$ cat src/rtl/dpll_ref_sel_consts.vh
// Constants for the reference select and loop control block
`ifndef DPLL_REF_SEL_CONSTS_VH
`define DPLL_REF_SEL_CONSTS_VH
// ----------------------------------------
// Register byte offsets
// ----------------------------------------
`define A_CTRL      8'h00
`define A_STATUS    8'h04
`define A_PRI_PRIO  8'h08
`define A_SEC_PRIO  8'h0c
`define A_LIM01     8'h10
`define A_LIM23     8'h14
`define A_LIM45     8'h18
`define A_LIM67     8'h1c
`define A_DIV       8'h20
`define A_LOOP      8'h24
`define A_PRI_BW    8'h28
`define A_SEC_CFG   8'h2c
`define A_PHASE     8'h30
`define A_HOLD      8'h34
`define A_MEAS      8'h38
`define A_WDT_CLR   8'h3c
// ----------------------------------------
// Reset values
// ----------------------------------------
`define RST_PRIO    32'h0000_0021
`define RST_LIM     16'h09c4
`define RST_BW      12'h00a
`define RST_SEC_BW  7'h12
`define RST_DAMP    3'h2
// ----------------------------------------
// Encodings and limits
// ----------------------------------------
`define N_IN        8
`define ST_FREE     2'h0
`define ST_LOCK     2'h1
`define ST_HOLD     2'h2
`define SM_INDEP    2'h0
`define SM_TRACK    2'h1
`define SM_BYPASS   2'h2
`define SM_MEAS     2'h3
`define DAMP_MAX    3'h4
`define BW_MIN      12'h001
`define BW_MAX      12'hfa0
`define SBW_MIN     7'h12
`define SBW_MAX     7'h46
`define MC_MAX      13'h1fff
`define PH_MAX      17'h0823d
`define MCLK_MULT   5'h10
`define QUAL_EDGES  4'h8
`define AVG_SH      10
// ----------------------------------------
// Timing
// ----------------------------------------
`define CLK_HZ      20000000
`define CLK_NS      50
`define AVG_TIME_MS 1000
`define WDT_TIME_NS 10000
`define AVG_CYC     (`AVG_TIME_MS * (`CLK_HZ / 1000))
`define WDT_CYC     (`WDT_TIME_NS / `CLK_NS)
`endif

$ cat src/rtl/dpll_reference_select_control.v
// Reference monitor, selector and loop control of a two-loop timing block
//
// Chosen here: the register offsets and the APB slave port.
`timescale 1ns/100ps
// Summary of operation
// - Free-run to locked once any input with nonzero priority qualifies; here an input at priority 15 is never picked
// - Free-run output uses local oscillator only
// - Locked: average frequency over one second
// - Selected reference failure forces quick holdover
// - Holdover switches to another valid reference hitlessly
// - Revertive or nonrevertive selection is configurable
// - No valid input: stay in holdover
// - Monitor eight inputs for activity, frequency
// - Separate priority tables pick best per loop
// - Selected input divisible to loop rate
// - One missing cycle disqualifies the reference
// - Master clock is oscillator times sixteen
// - Watchdog flags local oscillator failure
// - Both loops lock at 8kHz multiples
// - Damping selectable: 1.2, 2.5, 5, 10, 20
// - Primary bandwidth 0.1-400Hz, acquisition and locked
// - Secondary bandwidth programmable 18Hz to 70Hz
// - Phase detector modes and multicycle range
// - Primary phase offset +-200ns in 6ps
// - Secondary bypass keeps monitoring, selection, division
// - Secondary tracks own input or primary
// - Secondary detector measures phase between inputs
`include "dpll_ref_sel_consts.vh"
module dpll_reference_select_control #(
	parameter AVG_CYC = `AVG_CYC,
	parameter LIM_W   = 16
) (
	// Clock, reset, enable
	input  wire                ref_clk,
	input  wire                srst,
	input  wire                ce,
	// APB slave
	input  wire                psel,
	input  wire                penable,
	input  wire                pwrite,
	input  wire [7:0]          paddr,
	input  wire [31:0]         pwdata,
	output wire [31:0]         prdata,
	output wire                pready,
	output wire                pslverr,
	// Pins
	input  wire [`N_IN-1:0]    ref_in,
	input  wire                local_osc_clock,
	// Primary loop control
	output wire [1:0]          pri_state,
	output wire [2:0]          pri_sel,
	output wire                pri_use_osc,
	output reg  [LIM_W-1:0]    pri_freq_q,
	output reg                 pri_ref_div_q,
	output reg  [11:0]         pri_bw_q,
	output wire [2:0]          pri_damp,
	output wire [16:0]         pri_phase_off,
	// Secondary loop control
	output wire [1:0]          sec_mode,
	output wire [2:0]          sec_sel,
	output reg                 sec_ref_div_q,
	output reg                 sec_bypass_clk_q,
	output wire [6:0]          sec_bw,
	output wire [2:0]          sec_damp,
	// Shared detector and watchdog
	output wire [1:0]          pd_mode,
	output wire [12:0]         mc_range,
	output wire                osc_fail
);
	// ----------------------------------------
	// Registers
	// ----------------------------------------
	reg  [31:0]          ctrl_q;
	reg  [31:0]          ptab_q;
	reg  [31:0]          stab_q;
	reg  [4*LIM_W-1:0]   lim_lo_q;
	reg  [4*LIM_W-1:0]   lim_hi_q;
	reg  [31:0]          div_q;
	reg  [20:0]          loop_q;
	reg  [23:0]          bw_q;
	reg  [14:0]          scfg_q;
	reg  [16:0]          phase_q;
	reg  [LIM_W-1:0]     hold_q;
	reg  [LIM_W-1:0]     meas_q;
	reg                  wdf_q;
	reg  [31:0]          prdata_q;
	reg                  rdy_q;
	reg  [1:0]           st_q;
	reg  [2:0]           psel_q;
	reg  [2:0]           ssel_q;
	reg                  has_avg_q;
	wire [`N_IN-1:0]     valid;
	wire [`N_IN-1:0]     edg;
	wire [8*LIM_W-1:0]   per_flat;
	wire [8*LIM_W-1:0]   lim_flat;
	reg  [31:0]          rd_mux;
	reg                  bad_addr;
	wire                 wr;
	wire                 revert;
	assign lim_flat = {lim_hi_q, lim_lo_q};
	assign revert   = ctrl_q[0];
	assign sec_mode = ctrl_q[2:1];
	// ----------------------------------------
	// Input synchronisers
	// ----------------------------------------
	reg [`N_IN-1:0] ri_s1_q;
	reg [`N_IN-1:0] ri_s2_q;
	reg [`N_IN-1:0] ri_s3_q;
	reg [2:0]       osc_s_q;
	always @(posedge ref_clk)
	begin
		if (srst)
		begin
			ri_s1_q <= {`N_IN{1'b0}};
			ri_s2_q <= {`N_IN{1'b0}};
			ri_s3_q <= {`N_IN{1'b0}};
			osc_s_q <= 3'h0;
		end
		else if (ce)
		begin
			ri_s1_q <= ref_in;
			ri_s2_q <= ri_s1_q;
			ri_s3_q <= ri_s2_q;
			osc_s_q <= {osc_s_q[1:0], local_osc_clock};
		end
	end
	assign edg = ri_s2_q & ~ri_s3_q;
	// ----------------------------------------
	// Per-input activity and frequency monitor
	// ----------------------------------------
	genvar g;
	generate
		for (g = 0; g < `N_IN; g = g + 1)
		begin : mon
			reg  [LIM_W-1:0] cnt_q;
			reg  [LIM_W-1:0] per_q;
			reg  [3:0]       qual_q;
			reg              vld_q;
			wire [LIM_W:0]   lim;
			wire [LIM_W:0]   cnt;
			assign lim = {1'b0, lim_flat[LIM_W*g +: LIM_W]};
			assign cnt = {1'b0, cnt_q};
			always @(posedge ref_clk)
			begin
				if (srst)
				begin
					cnt_q  <= {LIM_W{1'b0}};
					per_q  <= {LIM_W{1'b0}};
					qual_q <= 4'h0;
					vld_q  <= 1'b0;
				end
				else if (ce)
				begin
					if (edg[g])
					begin
						cnt_q <= {LIM_W{1'b0}};
						per_q <= cnt_q;
						// Period outside half to one and a half of nominal
						if (cnt < (lim >> 1) || cnt > lim + (lim >> 1))
						begin
							qual_q <= 4'h0;
							vld_q  <= 1'b0;
						end
						else if (qual_q == `QUAL_EDGES)
							vld_q <= 1'b1;
						else
							qual_q <= qual_q + 4'h1;
					end
					else
					begin
						if (cnt_q != {LIM_W{1'b1}})
							cnt_q <= cnt_q + {{(LIM_W-1){1'b0}}, 1'b1};
						if (cnt >= {lim[LIM_W-1:0], 1'b0})
						begin
							qual_q <= 4'h0;
							vld_q  <= 1'b0;
						end
					end
				end
			end
			assign valid[g] = vld_q;
			assign per_flat[LIM_W*g +: LIM_W] = per_q;
		end
	endgenerate
	// ----------------------------------------
	// Priority selection
	// ----------------------------------------
	// Priority 0 disables an input, 1 is highest; ties go to lower index
	function [3:0] pick;
		input [31:0]      tab;
		input [`N_IN-1:0] v;
		integer k;
		reg [3:0] bp;
		begin
			pick = 4'h0;
			bp   = 4'hf;
			for (k = 0; k < `N_IN; k = k + 1)
				if (v[k] && tab[4*k +: 4] != 4'h0 && tab[4*k +: 4] < bp)
				begin
					bp   = tab[4*k +: 4];
					pick = {1'b1, k[2:0]};
				end
		end
	endfunction
	wire [3:0] pbest;
	wire [3:0] sbest;
	assign pbest = pick(ptab_q, valid);
	assign sbest = pick(stab_q, valid);
	// ----------------------------------------
	// Primary loop state machine
	// ----------------------------------------
	always @(posedge ref_clk)
	begin
		if (srst)
		begin
			st_q   <= `ST_FREE;
			psel_q <= 3'h0;
		end
		else if (ce)
		begin
			case (st_q)
				`ST_FREE:
					if (pbest[3])
					begin
						st_q   <= `ST_LOCK;
						psel_q <= pbest[2:0];
					end
				`ST_LOCK:
					if (!valid[psel_q])
						st_q <= `ST_HOLD;
					else if (revert && pbest[2:0] != psel_q)
						psel_q <= pbest[2:0];
				`ST_HOLD:
					// Stays here while nothing qualifies
					if (pbest[3])
					begin
						st_q   <= `ST_LOCK;
						psel_q <= pbest[2:0];
					end
				default:
					st_q <= `ST_FREE;
			endcase
		end
	end
	assign pri_state   = st_q;
	assign pri_sel     = psel_q;
	assign pri_use_osc = (st_q == `ST_FREE);
	// ----------------------------------------
	// Holdover averaging
	// ----------------------------------------
	// 2^AVG_SH samples spread over one second keep the divide a shift
	localparam SMP_CYC = AVG_CYC >> `AVG_SH;
	reg [31:0]               smp_q;
	reg [`AVG_SH-1:0]        n_q;
	reg [LIM_W+`AVG_SH-1:0]  acc_q;
	wire [LIM_W-1:0]         live;
	wire [LIM_W+`AVG_SH-1:0] acc_nx;
	assign live   = per_flat[LIM_W*psel_q +: LIM_W];
	assign acc_nx = acc_q + {{`AVG_SH{1'b0}}, live};
	always @(posedge ref_clk)
	begin
		if (srst)
		begin
			smp_q     <= 32'h0;
			n_q       <= {`AVG_SH{1'b0}};
			acc_q     <= {(LIM_W+`AVG_SH){1'b0}};
			hold_q    <= {LIM_W{1'b0}};
			has_avg_q <= 1'b0;
			pri_freq_q <= {LIM_W{1'b0}};
			pri_bw_q   <= `RST_BW;
		end
		else if (ce)
		begin
			if (st_q != `ST_LOCK)
			begin
				smp_q <= 32'h0;
				n_q   <= {`AVG_SH{1'b0}};
				acc_q <= {(LIM_W+`AVG_SH){1'b0}};
			end
			else if (smp_q == SMP_CYC - 1)
			begin
				smp_q <= 32'h0;
				n_q   <= n_q + {{(`AVG_SH-1){1'b0}}, 1'b1};
				if (&n_q)
				begin
					hold_q    <= acc_nx[LIM_W+`AVG_SH-1:`AVG_SH];
					has_avg_q <= 1'b1;
					acc_q     <= {(LIM_W+`AVG_SH){1'b0}};
				end
				else
					acc_q <= acc_nx;
			end
			else
				smp_q <= smp_q + 32'h1;
			case (st_q)
				`ST_LOCK: pri_freq_q <= live;
				`ST_HOLD: pri_freq_q <= hold_q;
				default:  pri_freq_q <= {LIM_W{1'b0}};
			endcase
			// Wide capture until the first average exists
			pri_bw_q <= (st_q == `ST_LOCK && has_avg_q) ? bw_q[23:12] : bw_q[11:0];
		end
	end
	// ----------------------------------------
	// Secondary selection, dividers, bypass
	// ----------------------------------------
	wire [2:0]       s_eff;
	wire             s_track;
	assign s_track = (sec_mode == `SM_TRACK);
	assign s_eff   = s_track ? psel_q : ssel_q;
	assign sec_sel = s_eff;
	reg [15:0] pdc_q;
	reg [15:0] sdc_q;
	always @(posedge ref_clk)
	begin
		if (srst)
		begin
			ssel_q        <= 3'h0;
			pdc_q         <= 16'h0;
			sdc_q         <= 16'h0;
			pri_ref_div_q <= 1'b0;
			sec_ref_div_q <= 1'b0;
			sec_bypass_clk_q <= 1'b0;
		end
		else if (ce)
		begin
			if (sbest[3] && (revert || !valid[ssel_q]))
				ssel_q <= sbest[2:0];
			// Half period is div+1 input edges
			if (edg[psel_q])
			begin
				if (pdc_q >= div_q[15:0])
				begin
					pdc_q         <= 16'h0;
					pri_ref_div_q <= ~pri_ref_div_q;
				end
				else
					pdc_q <= pdc_q + 16'h1;
			end
			if (edg[s_eff])
			begin
				if (sdc_q >= div_q[31:16])
				begin
					sdc_q         <= 16'h0;
					sec_ref_div_q <= ~sec_ref_div_q;
				end
				else
					sdc_q <= sdc_q + 16'h1;
			end
			sec_bypass_clk_q <= (sec_mode == `SM_BYPASS) & sec_ref_div_q;
		end
	end
	// ----------------------------------------
	// Phase measurement between two inputs
	// ----------------------------------------
	reg [LIM_W-1:0] mcnt_q;
	reg             mrun_q;
	always @(posedge ref_clk)
	begin
		if (srst)
		begin
			mcnt_q <= {LIM_W{1'b0}};
			mrun_q <= 1'b0;
			meas_q <= {LIM_W{1'b0}};
		end
		else if (ce)
		begin
			if (sec_mode != `SM_MEAS)
				mrun_q <= 1'b0;
			else if (edg[scfg_q[10:8]])
			begin
				mrun_q <= 1'b1;
				mcnt_q <= {LIM_W{1'b0}};
			end
			else if (mrun_q && edg[scfg_q[14:12]])
			begin
				mrun_q <= 1'b0;
				meas_q <= mcnt_q;
			end
			else if (mrun_q)
				mcnt_q <= mcnt_q + {{(LIM_W-1){1'b0}}, 1'b1};
		end
	end
	// ----------------------------------------
	// Oscillator watchdog
	// ----------------------------------------
	localparam [15:0] WDT_CYC = `WDT_CYC;
	reg [15:0] wd_q;
	always @(posedge ref_clk)
	begin
		if (srst)
		begin
			wd_q  <= 16'h0;
			wdf_q <= 1'b0;
		end
		else if (ce)
		begin
			wd_q <= (osc_s_q[1] & ~osc_s_q[2]) ? 16'h0 : (wd_q == WDT_CYC ? wd_q : wd_q + 16'h1);
			// A new failure beats a clear in the same cycle
			if (wd_q == WDT_CYC)
				wdf_q <= 1'b1;
			else if (wr && paddr == `A_WDT_CLR && pwdata[0])
				wdf_q <= 1'b0;
		end
	end
	assign osc_fail = wdf_q;
	// ----------------------------------------
	// APB slave
	// ----------------------------------------
	assign wr = psel & penable & pwrite & ce;
	always @*
	begin
		bad_addr = 1'b0;
		rd_mux   = 32'h0;
		case (paddr)
			`A_CTRL:     rd_mux = ctrl_q;
			`A_STATUS:   rd_mux = {8'h0, `MCLK_MULT, wdf_q, valid, sbest[3], s_eff,
			                       pbest[3], psel_q, st_q};
			`A_PRI_PRIO: rd_mux = ptab_q;
			`A_SEC_PRIO: rd_mux = stab_q;
			`A_LIM01:    rd_mux = lim_lo_q[31:0];
			`A_LIM23:    rd_mux = lim_lo_q[63:32];
			`A_LIM45:    rd_mux = lim_hi_q[31:0];
			`A_LIM67:    rd_mux = lim_hi_q[63:32];
			`A_DIV:      rd_mux = div_q;
			`A_LOOP:     rd_mux = {11'h0, loop_q};
			`A_PRI_BW:   rd_mux = {8'h0, bw_q};
			`A_SEC_CFG:  rd_mux = {17'h0, scfg_q};
			`A_PHASE:    rd_mux = {{15{phase_q[16]}}, phase_q};
			`A_HOLD:     rd_mux = {16'h0, hold_q};
			`A_MEAS:     rd_mux = {16'h0, meas_q};
			`A_WDT_CLR:  rd_mux = 32'h0;
			default:     bad_addr = 1'b1;
		endcase
	end
	// Read data is captured a cycle ahead so prdata comes from a flop
	always @(posedge ref_clk)
	begin
		if (srst)
		begin
			prdata_q <= 32'h0;
			rdy_q    <= 1'b0;
		end
		else if (ce)
		begin
			if (psel && !pwrite)
			begin
				prdata_q <= rd_mux;
				rdy_q    <= !(penable && rdy_q);
			end
			else
				rdy_q <= 1'b0;
		end
	end
	assign pready  = ce & (pwrite | rdy_q);
	assign pslverr = pready & penable & bad_addr;
	assign prdata  = prdata_q;
	// Out-of-range settings are clamped when written
	wire [2:0]  w_dp = pwdata[2:0] > `DAMP_MAX ? `DAMP_MAX : pwdata[2:0];
	wire [2:0]  w_ds = pwdata[5:3] > `DAMP_MAX ? `DAMP_MAX : pwdata[5:3];
	wire [12:0] w_mc = pwdata[20:8] > {1'b0, `MC_MAX} ? `MC_MAX : pwdata[20:8];
	wire [11:0] w_ba = pwdata[11:0] < `BW_MIN ? `BW_MIN : (pwdata[11:0] > `BW_MAX ? `BW_MAX : pwdata[11:0]);
	wire [11:0] w_bl = pwdata[23:12] < `BW_MIN ? `BW_MIN : (pwdata[23:12] > `BW_MAX ? `BW_MAX : pwdata[23:12]);
	wire [6:0]  w_sb = pwdata[6:0] < `SBW_MIN ? `SBW_MIN : (pwdata[6:0] > `SBW_MAX ? `SBW_MAX : pwdata[6:0]);
	wire signed [16:0] w_ph = pwdata[16:0];
	always @(posedge ref_clk)
	begin
		if (srst)
		begin
			ctrl_q   <= 32'h0;
			ptab_q   <= `RST_PRIO;
			stab_q   <= `RST_PRIO;
			lim_lo_q <= {4{`RST_LIM}};
			lim_hi_q <= {4{`RST_LIM}};
			div_q    <= 32'h0;
			loop_q   <= {13'h0, 2'h0, `RST_DAMP, `RST_DAMP};
			bw_q     <= {`RST_BW, `RST_BW};
			scfg_q   <= {8'h0, `RST_SEC_BW};
			phase_q  <= 17'h0;
		end
		else if (wr)
		begin
			case (paddr)
				`A_CTRL:     ctrl_q <= {29'h0, pwdata[2:0]};
				`A_PRI_PRIO: ptab_q <= pwdata;
				`A_SEC_PRIO: stab_q <= pwdata;
				`A_LIM01:    lim_lo_q[31:0] <= pwdata;
				`A_LIM23:    lim_lo_q[63:32] <= pwdata;
				`A_LIM45:    lim_hi_q[31:0] <= pwdata;
				`A_LIM67:    lim_hi_q[63:32] <= pwdata;
				`A_DIV:      div_q <= pwdata;
				`A_LOOP:     loop_q <= {w_mc, pwdata[7:6], w_ds, w_dp};
				`A_PRI_BW:   bw_q <= {w_bl, w_ba};
				`A_SEC_CFG:  scfg_q <= {pwdata[14:12], 1'b0, pwdata[10:8], 1'b0, w_sb};
				`A_PHASE:    phase_q <= (w_ph > $signed(`PH_MAX)) ? `PH_MAX :
				                        ((w_ph < -$signed(`PH_MAX)) ? (~`PH_MAX + 17'h1) : pwdata[16:0]);
				default:     ;
			endcase
		end
	end
	assign pri_damp      = loop_q[2:0];
	assign sec_damp      = loop_q[5:3];
	assign pd_mode       = loop_q[7:6];
	assign mc_range      = loop_q[20:8];
	assign sec_bw        = scfg_q[6:0];
	assign pri_phase_off = phase_q;
endmodule // dpll_reference_select_control

$ cat config.mk
export PLATFORM = sky130hd
export DESIGN_NAME = dpll_reference_select_control
export DESIGN_NICKNAME = d
export VERILOG_FILES = /design/src/rtl/dpll_reference_select_control.v
export VERILOG_INCLUDE_DIRS = /design/src /design/src/rtl
export SDC_FILE = /design/constraint.sdc
export NUM_CORES = 2
export LEC_CHECK = 0
export BUFFER_PORTS_ARGS = -buffer_cell sky130_fd_sc_hd__buf_2
export CORE_MARGIN = 4
export CORE_UTILIZATION = 55
export CTS_CLUSTER_DIAMETER = 50
export DETAILED_ROUTE_END_ITERATION = 10
export PLACE_DENSITY_LB_ADDON = 0.15
export SLEW_MARGIN = 25
export SYNTH_ARGS = -nofsm -noshare
export SYNTH_HDL_FRONTEND = slang
export SYNTH_SLANG_ARGS = --single-unit
$ cat constraint.sdc
create_clock -name ref_clk -period 9.8 [get_ports ref_clk]
set_clock_uncertainty 0.1 [all_clocks]
set_input_delay 1.96 -clock ref_clk [delete_from_list [all_inputs] [get_ports ref_clk]]
set_output_delay 1.96 -clock ref_clk [all_outputs]
set_load 0.01 [all_outputs]
Word-level counts from Yosys, hierarchy flattened
Cells that the tools add are included.

storage, ports and cells
  register bits after elaboration = 864
  output and inout bits = 122
  word-level logic and storage cells = 555

cells by class
  muxes and demuxes = 164
  shift-type cells = 1
  reductions and logical operators = 153
  add/subtract/negate cells = 31
  bitwise logic cells = 17
  equality and inequality tests = 62
  magnitude comparators = 57

operator list
  operator                                                               number
  32-bit one-hot mux with 15 select lines                                1
  16-bit two-way mux                                                     23
  4-bit two-way mux                                                      62
  16-bit by 1-bit adder with 16-bit output, second input constant        12
  16-bit by 15-bit adder with 17-bit output                              8
  16-bit by 17-bit >= comparator with 1-bit output                       8
  16-bit by 17-bit > comparator with 1-bit output                        8
  16-bit by 15-bit < comparator with 1-bit output                        8
  16-bit inequality test, second input constant                          8
  128-bit by 8-bit variable part select with 16-bit output               1
  26-bit two-way mux                                                     3
  2-bit AND reduction                                                    36
  8-bit by 6-bit equality test with 1-bit output, second input constant  8
  32-bit two-way mux                                                     2
  4-bit nonzero test                                                     16
  12-bit two-way mux                                                     5
  3-bit AND reduction                                                    19
  4-bit < comparator                                                     14
  1-bit two-way mux                                                      45
  1-bit logical AND                                                      40
  2-bit nonzero test                                                     20
  17-bit two-way mux                                                     2
  32-bit by 1-bit adder with 32-bit output, second input constant        1
  4-bit by 1-bit adder with 4-bit output, second input constant          8
  other kinds (49)                                                       127

Longest topological paths before layout
  depth in word-level cells = 30
  gate-level depth with buffers = 60
  depth with buffers taken out = 57

Worst setup path after synthesis
OpenSTA, ideal clock, no wires.

  kind = reg2reg
  from = reg ptab_q[0]
  to = reg st_q[0] (netlist: pri_state[0])
  slack = -1.018 ns
  stages on the path, launching flop included = 56
  arrival = 10.595 ns
  required time = 9.577 ns
  library setup time = 0.123 ns
  cells stage by stage = dfxtp_1 > clkbuf_1 > o311ai_0 > inv_1 > ha_1 > nand2b_1 > nor2_1 > nand3_1 > nand2_1 > clkbuf_1 > nand2_1 > o21ai_0 > inv_1 > ha_1 > nor3b_2 > o21ai_2 > mux2_2 > inv_1 > [20 not listed] > mux2i_1 > ha_1 > a211oi_1 > nand3b_1 > or2_2 > a22oi_2 > a21oi_1 > ha_1 > o211ai_1 > a21oi_1 > nand2_1 > nand3_1 > a31oi_4 > nor3_2 > nand3_1 > o21ai_1 > a21oi_1 > mux2_1

between the ends
  longest elaborated chain between the ends = 27

ends and longest elaborated chain
  element                                                                      line                                 source
  from (decl)                                                                  dpll_reference_select_control.v:74   reg [31:0] ptab_q;
  from (signal assigned)                                                       dpll_reference_select_control.v:471  ptab_q <= `RST_PRIO;
  from (signal assigned)                                                       dpll_reference_select_control.v:485  `A_PRI_PRIO: ptab_q <= pwdata;
  parallel branches: the longest is 24 deep, another holds 4-bit < comparator  --
  4-bit two-way mux (*)                                                        dpll_reference_select_control.v:198  if (v[k] && tab[4*k +: 4] != 4'h0 && tab[4*k +: 4] < bp)
  2-bit by 1-bit inequality test with 1-bit output (no line) (*)               --
  3-bit AND reduction (no line) (*)                                            --
  to (signal assigned)                                                         dpll_reference_select_control.v:216  st_q <= `ST_FREE;
  to (signal assigned)                                                         dpll_reference_select_control.v:225  st_q <= `ST_LOCK;
  to (signal assigned)                                                         dpll_reference_select_control.v:230  st_q <= `ST_HOLD;
  to (decl)                                                                    dpll_reference_select_control.v:88   reg [1:0] st_q;

Every way passes the cells marked *.
A chain may end at the register's enable or synchronous reset.

Worst setup path in the final report
  from = reg ptab_q[2]
  to = reg st_q[0] (netlist: pri_state[0])

The elaborated chain is that of the path after synthesis.

==> summary.md <==
| Metric | Value |
|---|---|
| Run status | finished with violations |
| Failing checks | negative setup slack |
| Num Clock Sinks | 864 |
| Syn avg cell area | 8.10 um2 |
| Die height | 320 um |
| RD Place Congestion | 1.01 |
| Synth cell types | 99 |
| Final Max Slew Viols | 0 |
| Worst slew pin tran | 1.16 ns |
| Crit Reg-Reg Startpoint | ptab_q[2] |
| Commonest non-fill, non-tap cell in the layout | nand2_1 |
| Post-synth EDFFs | 0 |
| Largest net degree at the start of global routing | 115 |
| Clock slew at reported path FFs | 0.06 ns |
| DR iter-0 viols | 5286 |
| Kind of critical path | flip-flop to flip-flop |
| Commonest non-fill, non-tap cells in the layout | 1104 x nand2_1, 858 x dfxtp_1, 652 x a21oi_1, 593 x ha_1, 515 x nor2_1 |
| Netlist Area Pre-Place | 0.0536 mm2 |
| Top Metal Used | met4 |
| Family with the most delay on the worst path | simple AND/OR/NAND/NOR gates |
| Final WS setup | -0.0486 ns |
| Post-Syn Instances | 6622 |
| Maxcap violations | 0 |
| IO Pins | 177 |
| Ys async rst share | 0% |
| Core ar. | 0.0967 mm2 |
| Worst vdd ir | 131 uV |
| CTS hold repair buffers | 0 |
| Hold Path Origin | mon[0].per_q[0] |
| Setup TNS Final | -0.0985 ns |
| Inst Count DP | 7890 |
| Fin crit period | 9.85 ns |
| Share of cells above drive strength 1 | 10.9% |
| Die width | 320 um |
| Synth Flop Type | dfxtp_1 |
| Final setup violation count | 3 |
| Slew headroom | 22.2% |
| Place WS | -0.155 ns |
| GRT overflow | 0 |
| Top cell by count, worst path | a21oi_2 |
| Sequential area share after synthesis | 32.2% |
| Layout Nets | 7430 |
| FF-to-FF setup slack | -0.05 ns |
| Ranking of synthesized cells by area | dfxtp_1 32%, ha_1 14%, nand2_1 7.8%, a21oi_1 6.2%, nor2_1 3.7% |
| # DRC | 0 |
| Reg-to-reg endpoint | pri_state[0] |
| Initial core utilization | 55.5% |
| Worst Hold Path EP | mon[0].per_q[0] |
| P&R area growth vs syn | 13.2% |
| Pwr Density | 134 mW/mm2 |
| CP arrival | 10.34 ns |
| # port buffers | 176 |
| Row count | 114 |
| Clock Latency Late Sink | 0.72 ns |
| Worst path slowest cell | or4_4 |
| GRT Util Overall | 36.6% |
| CTS buffer count | 112 |
| Crit path launch type | flip-flop |
| Mapped Nets | 7291 |
| Via density | 6.17 |
| Die Area | 0.103 mm2 |
| Non-filler cells, final | 8133 |
| Flops & latches, synth | 864 |
| Drt wl/cell | 24.0 um |
| WP data required | 10.29 ns |
| Met3 WL post-DR | 18200 um |
| Post-route ant nets | 0 |
| Max Clk Rate | 0.102 GHz |
| Core Util, Final | 62.8% |
| Hold depth | 2 |
| CTS H-Tree Depth | 3 |
| Slowest stage delay, CP | 0.55 ns |
| CTS root buf | clkbuf_16 |
| Initial antenna violation count | 7 |
| Final hold vios | 0 |
| Leak | 25.4 nW |
| Period utilization | 100% |
| Yosys top cell area share | 32.2% |
| RSZ-0062 raised after global routing | true |
| Total power | 8.14 mW |
| CP Capture Type | flip-flop |
| Post-detail-place hpwl | 147000 um |
| Final Routed Wirelength | 195000 um |
| Met2 WL | 84100 um |
| Syn. warnings | 0 |
| Clock tree from TritonCTS | yes |
| Worst r2r path cells | 53 |
| Vias in the first global route | 46300 |
| First-pass GRT wire length | 290000 um |
| Vias | 50200 |
| Max clock buf depth | 3 |
| DR pass1 iterations | 9 |
| Yosys top cell by area | dfxtp_1 |
| Buffers plus inverters on the worst setup path | 10 |
| Routed length on met1 | 80900 um |
| Hold crit path type | flip-flop to flip-flop |
| Crit path max fanout | 4 |
[cell usage after synthesis, types with 96 or more instances]
master / count
nand3_1: 155
nand2_1: 1110
nor2_1: 529
mux2i_1: 96
dfxtp_1: 864
a21oi_1: 667
a21o_1: 170
xnor2_1: 145
ha_1: 605
o21a_1: 125
inv_1: 336
xor2_1: 167
o21ai_0: 195
clkbuf_1: 287
[tightest hold or removal path, stage by stage, from the launching register on]
cell     delay [ns]
dfxtp_1        0.31
nand2_1        0.05
a21oi_1        0.05
[final cells by class]
cell class	instances	area, um2
diodes	5	12.5
multi-input cells	5109	34600
flip-flops and latches	864	17300
clock buffers	151	3210
repair buffers	336	2150
inverters	338	1270
clock inverters	54	631
well taps	1276	1600
fillers	8549	36000
[worst max-delay path by stage]
stage | from | end | slack, ns | cells after the start
after floorplan | ptab_q[1] | pri_state[0] | -0.05 | 54
after global placement | stab_q[1] | ssel_q[0] | -0.14 | 44
after detailed placement | ptab_q[1] | pri_state[0] | -0.16 | 53
after CTS | ptab_q[2] | pri_sel[2] | 0.007 | 54
after global routing | ptab_q[2] | pri_sel[0] | -0.36 | 54
final | ptab_q[2] | pri_state[0] | -0.05 | 53
[routing by layer]
metal | up-vias | track usage, %
li1 | 23700 | -
met2 | 2258 | 55.9
met4 | 0 | 19.2
met5 | - | 0
met3 | 530 | 8.23
met1 | 23700 | 48.3
[repair_timing]
action                                  4_1_cts  5_1_grt
endpoints found under the setup margin        9       10
setup buffers                                 7       26
pin swaps                                    10       47
resized for setup                            17       69
[state kept, by name, summed over array words and instances, names as in the netlist, 17 cells and up]
register and cells:
bw_q 24, lim_hi_q 64, acc_q 26, prdata 32, mon.qual_q 32, ptab_q 32
loop_q 21, pri_phase_off 17, lim_lo_q 64, smp_q 32, mon.cnt_q 128, div_q 32
mon.per_q 128, stab_q 32
[power breakdown]
| part | total (mW) | internal [mW] | switching [mW] | leakage, nW |
|---|---|---|---|---|
| Clock | 4.23 | 2.51 | 1.72 | 1.89 |
| Combinational | 0.350 | 0.0841 | 0.266 | 16.5 |
| Sequential | 3.56 | 3.53 | 0.0286 | 6.97 |
| Total | 8.14 | 6.12 | 2.01 | 25.4 |
[stage by stage]
step                      area, um2  hold slack (ns)
after floorplan               53900            0.332
after global placement        56200            0.339
after detailed placement      56200            0.347
after CTS                     60200            0.355
after global routing          60700            0.369
final                         60700            0.359
[cells by family (layout without fill, tap and decap cells)]
kind of cell             Yosys count  in the layout  synth area share, %
AND/OR/NAND/NOR                 2330           2330                 19.3
AO/OA/AOI/OAI                   1696           1696                 20.3
flip-flops                       864            864                 32.2
buffers and inverters            649            879                 4.64
adder cells (fa/ha/maj)          617            617                 14.5
XOR/XNOR                         312            312                 5.09
multiplexers                     154            154                 3.92
other                              0              5                    0
No activity file was read; power rests on OpenSTA's default activity.
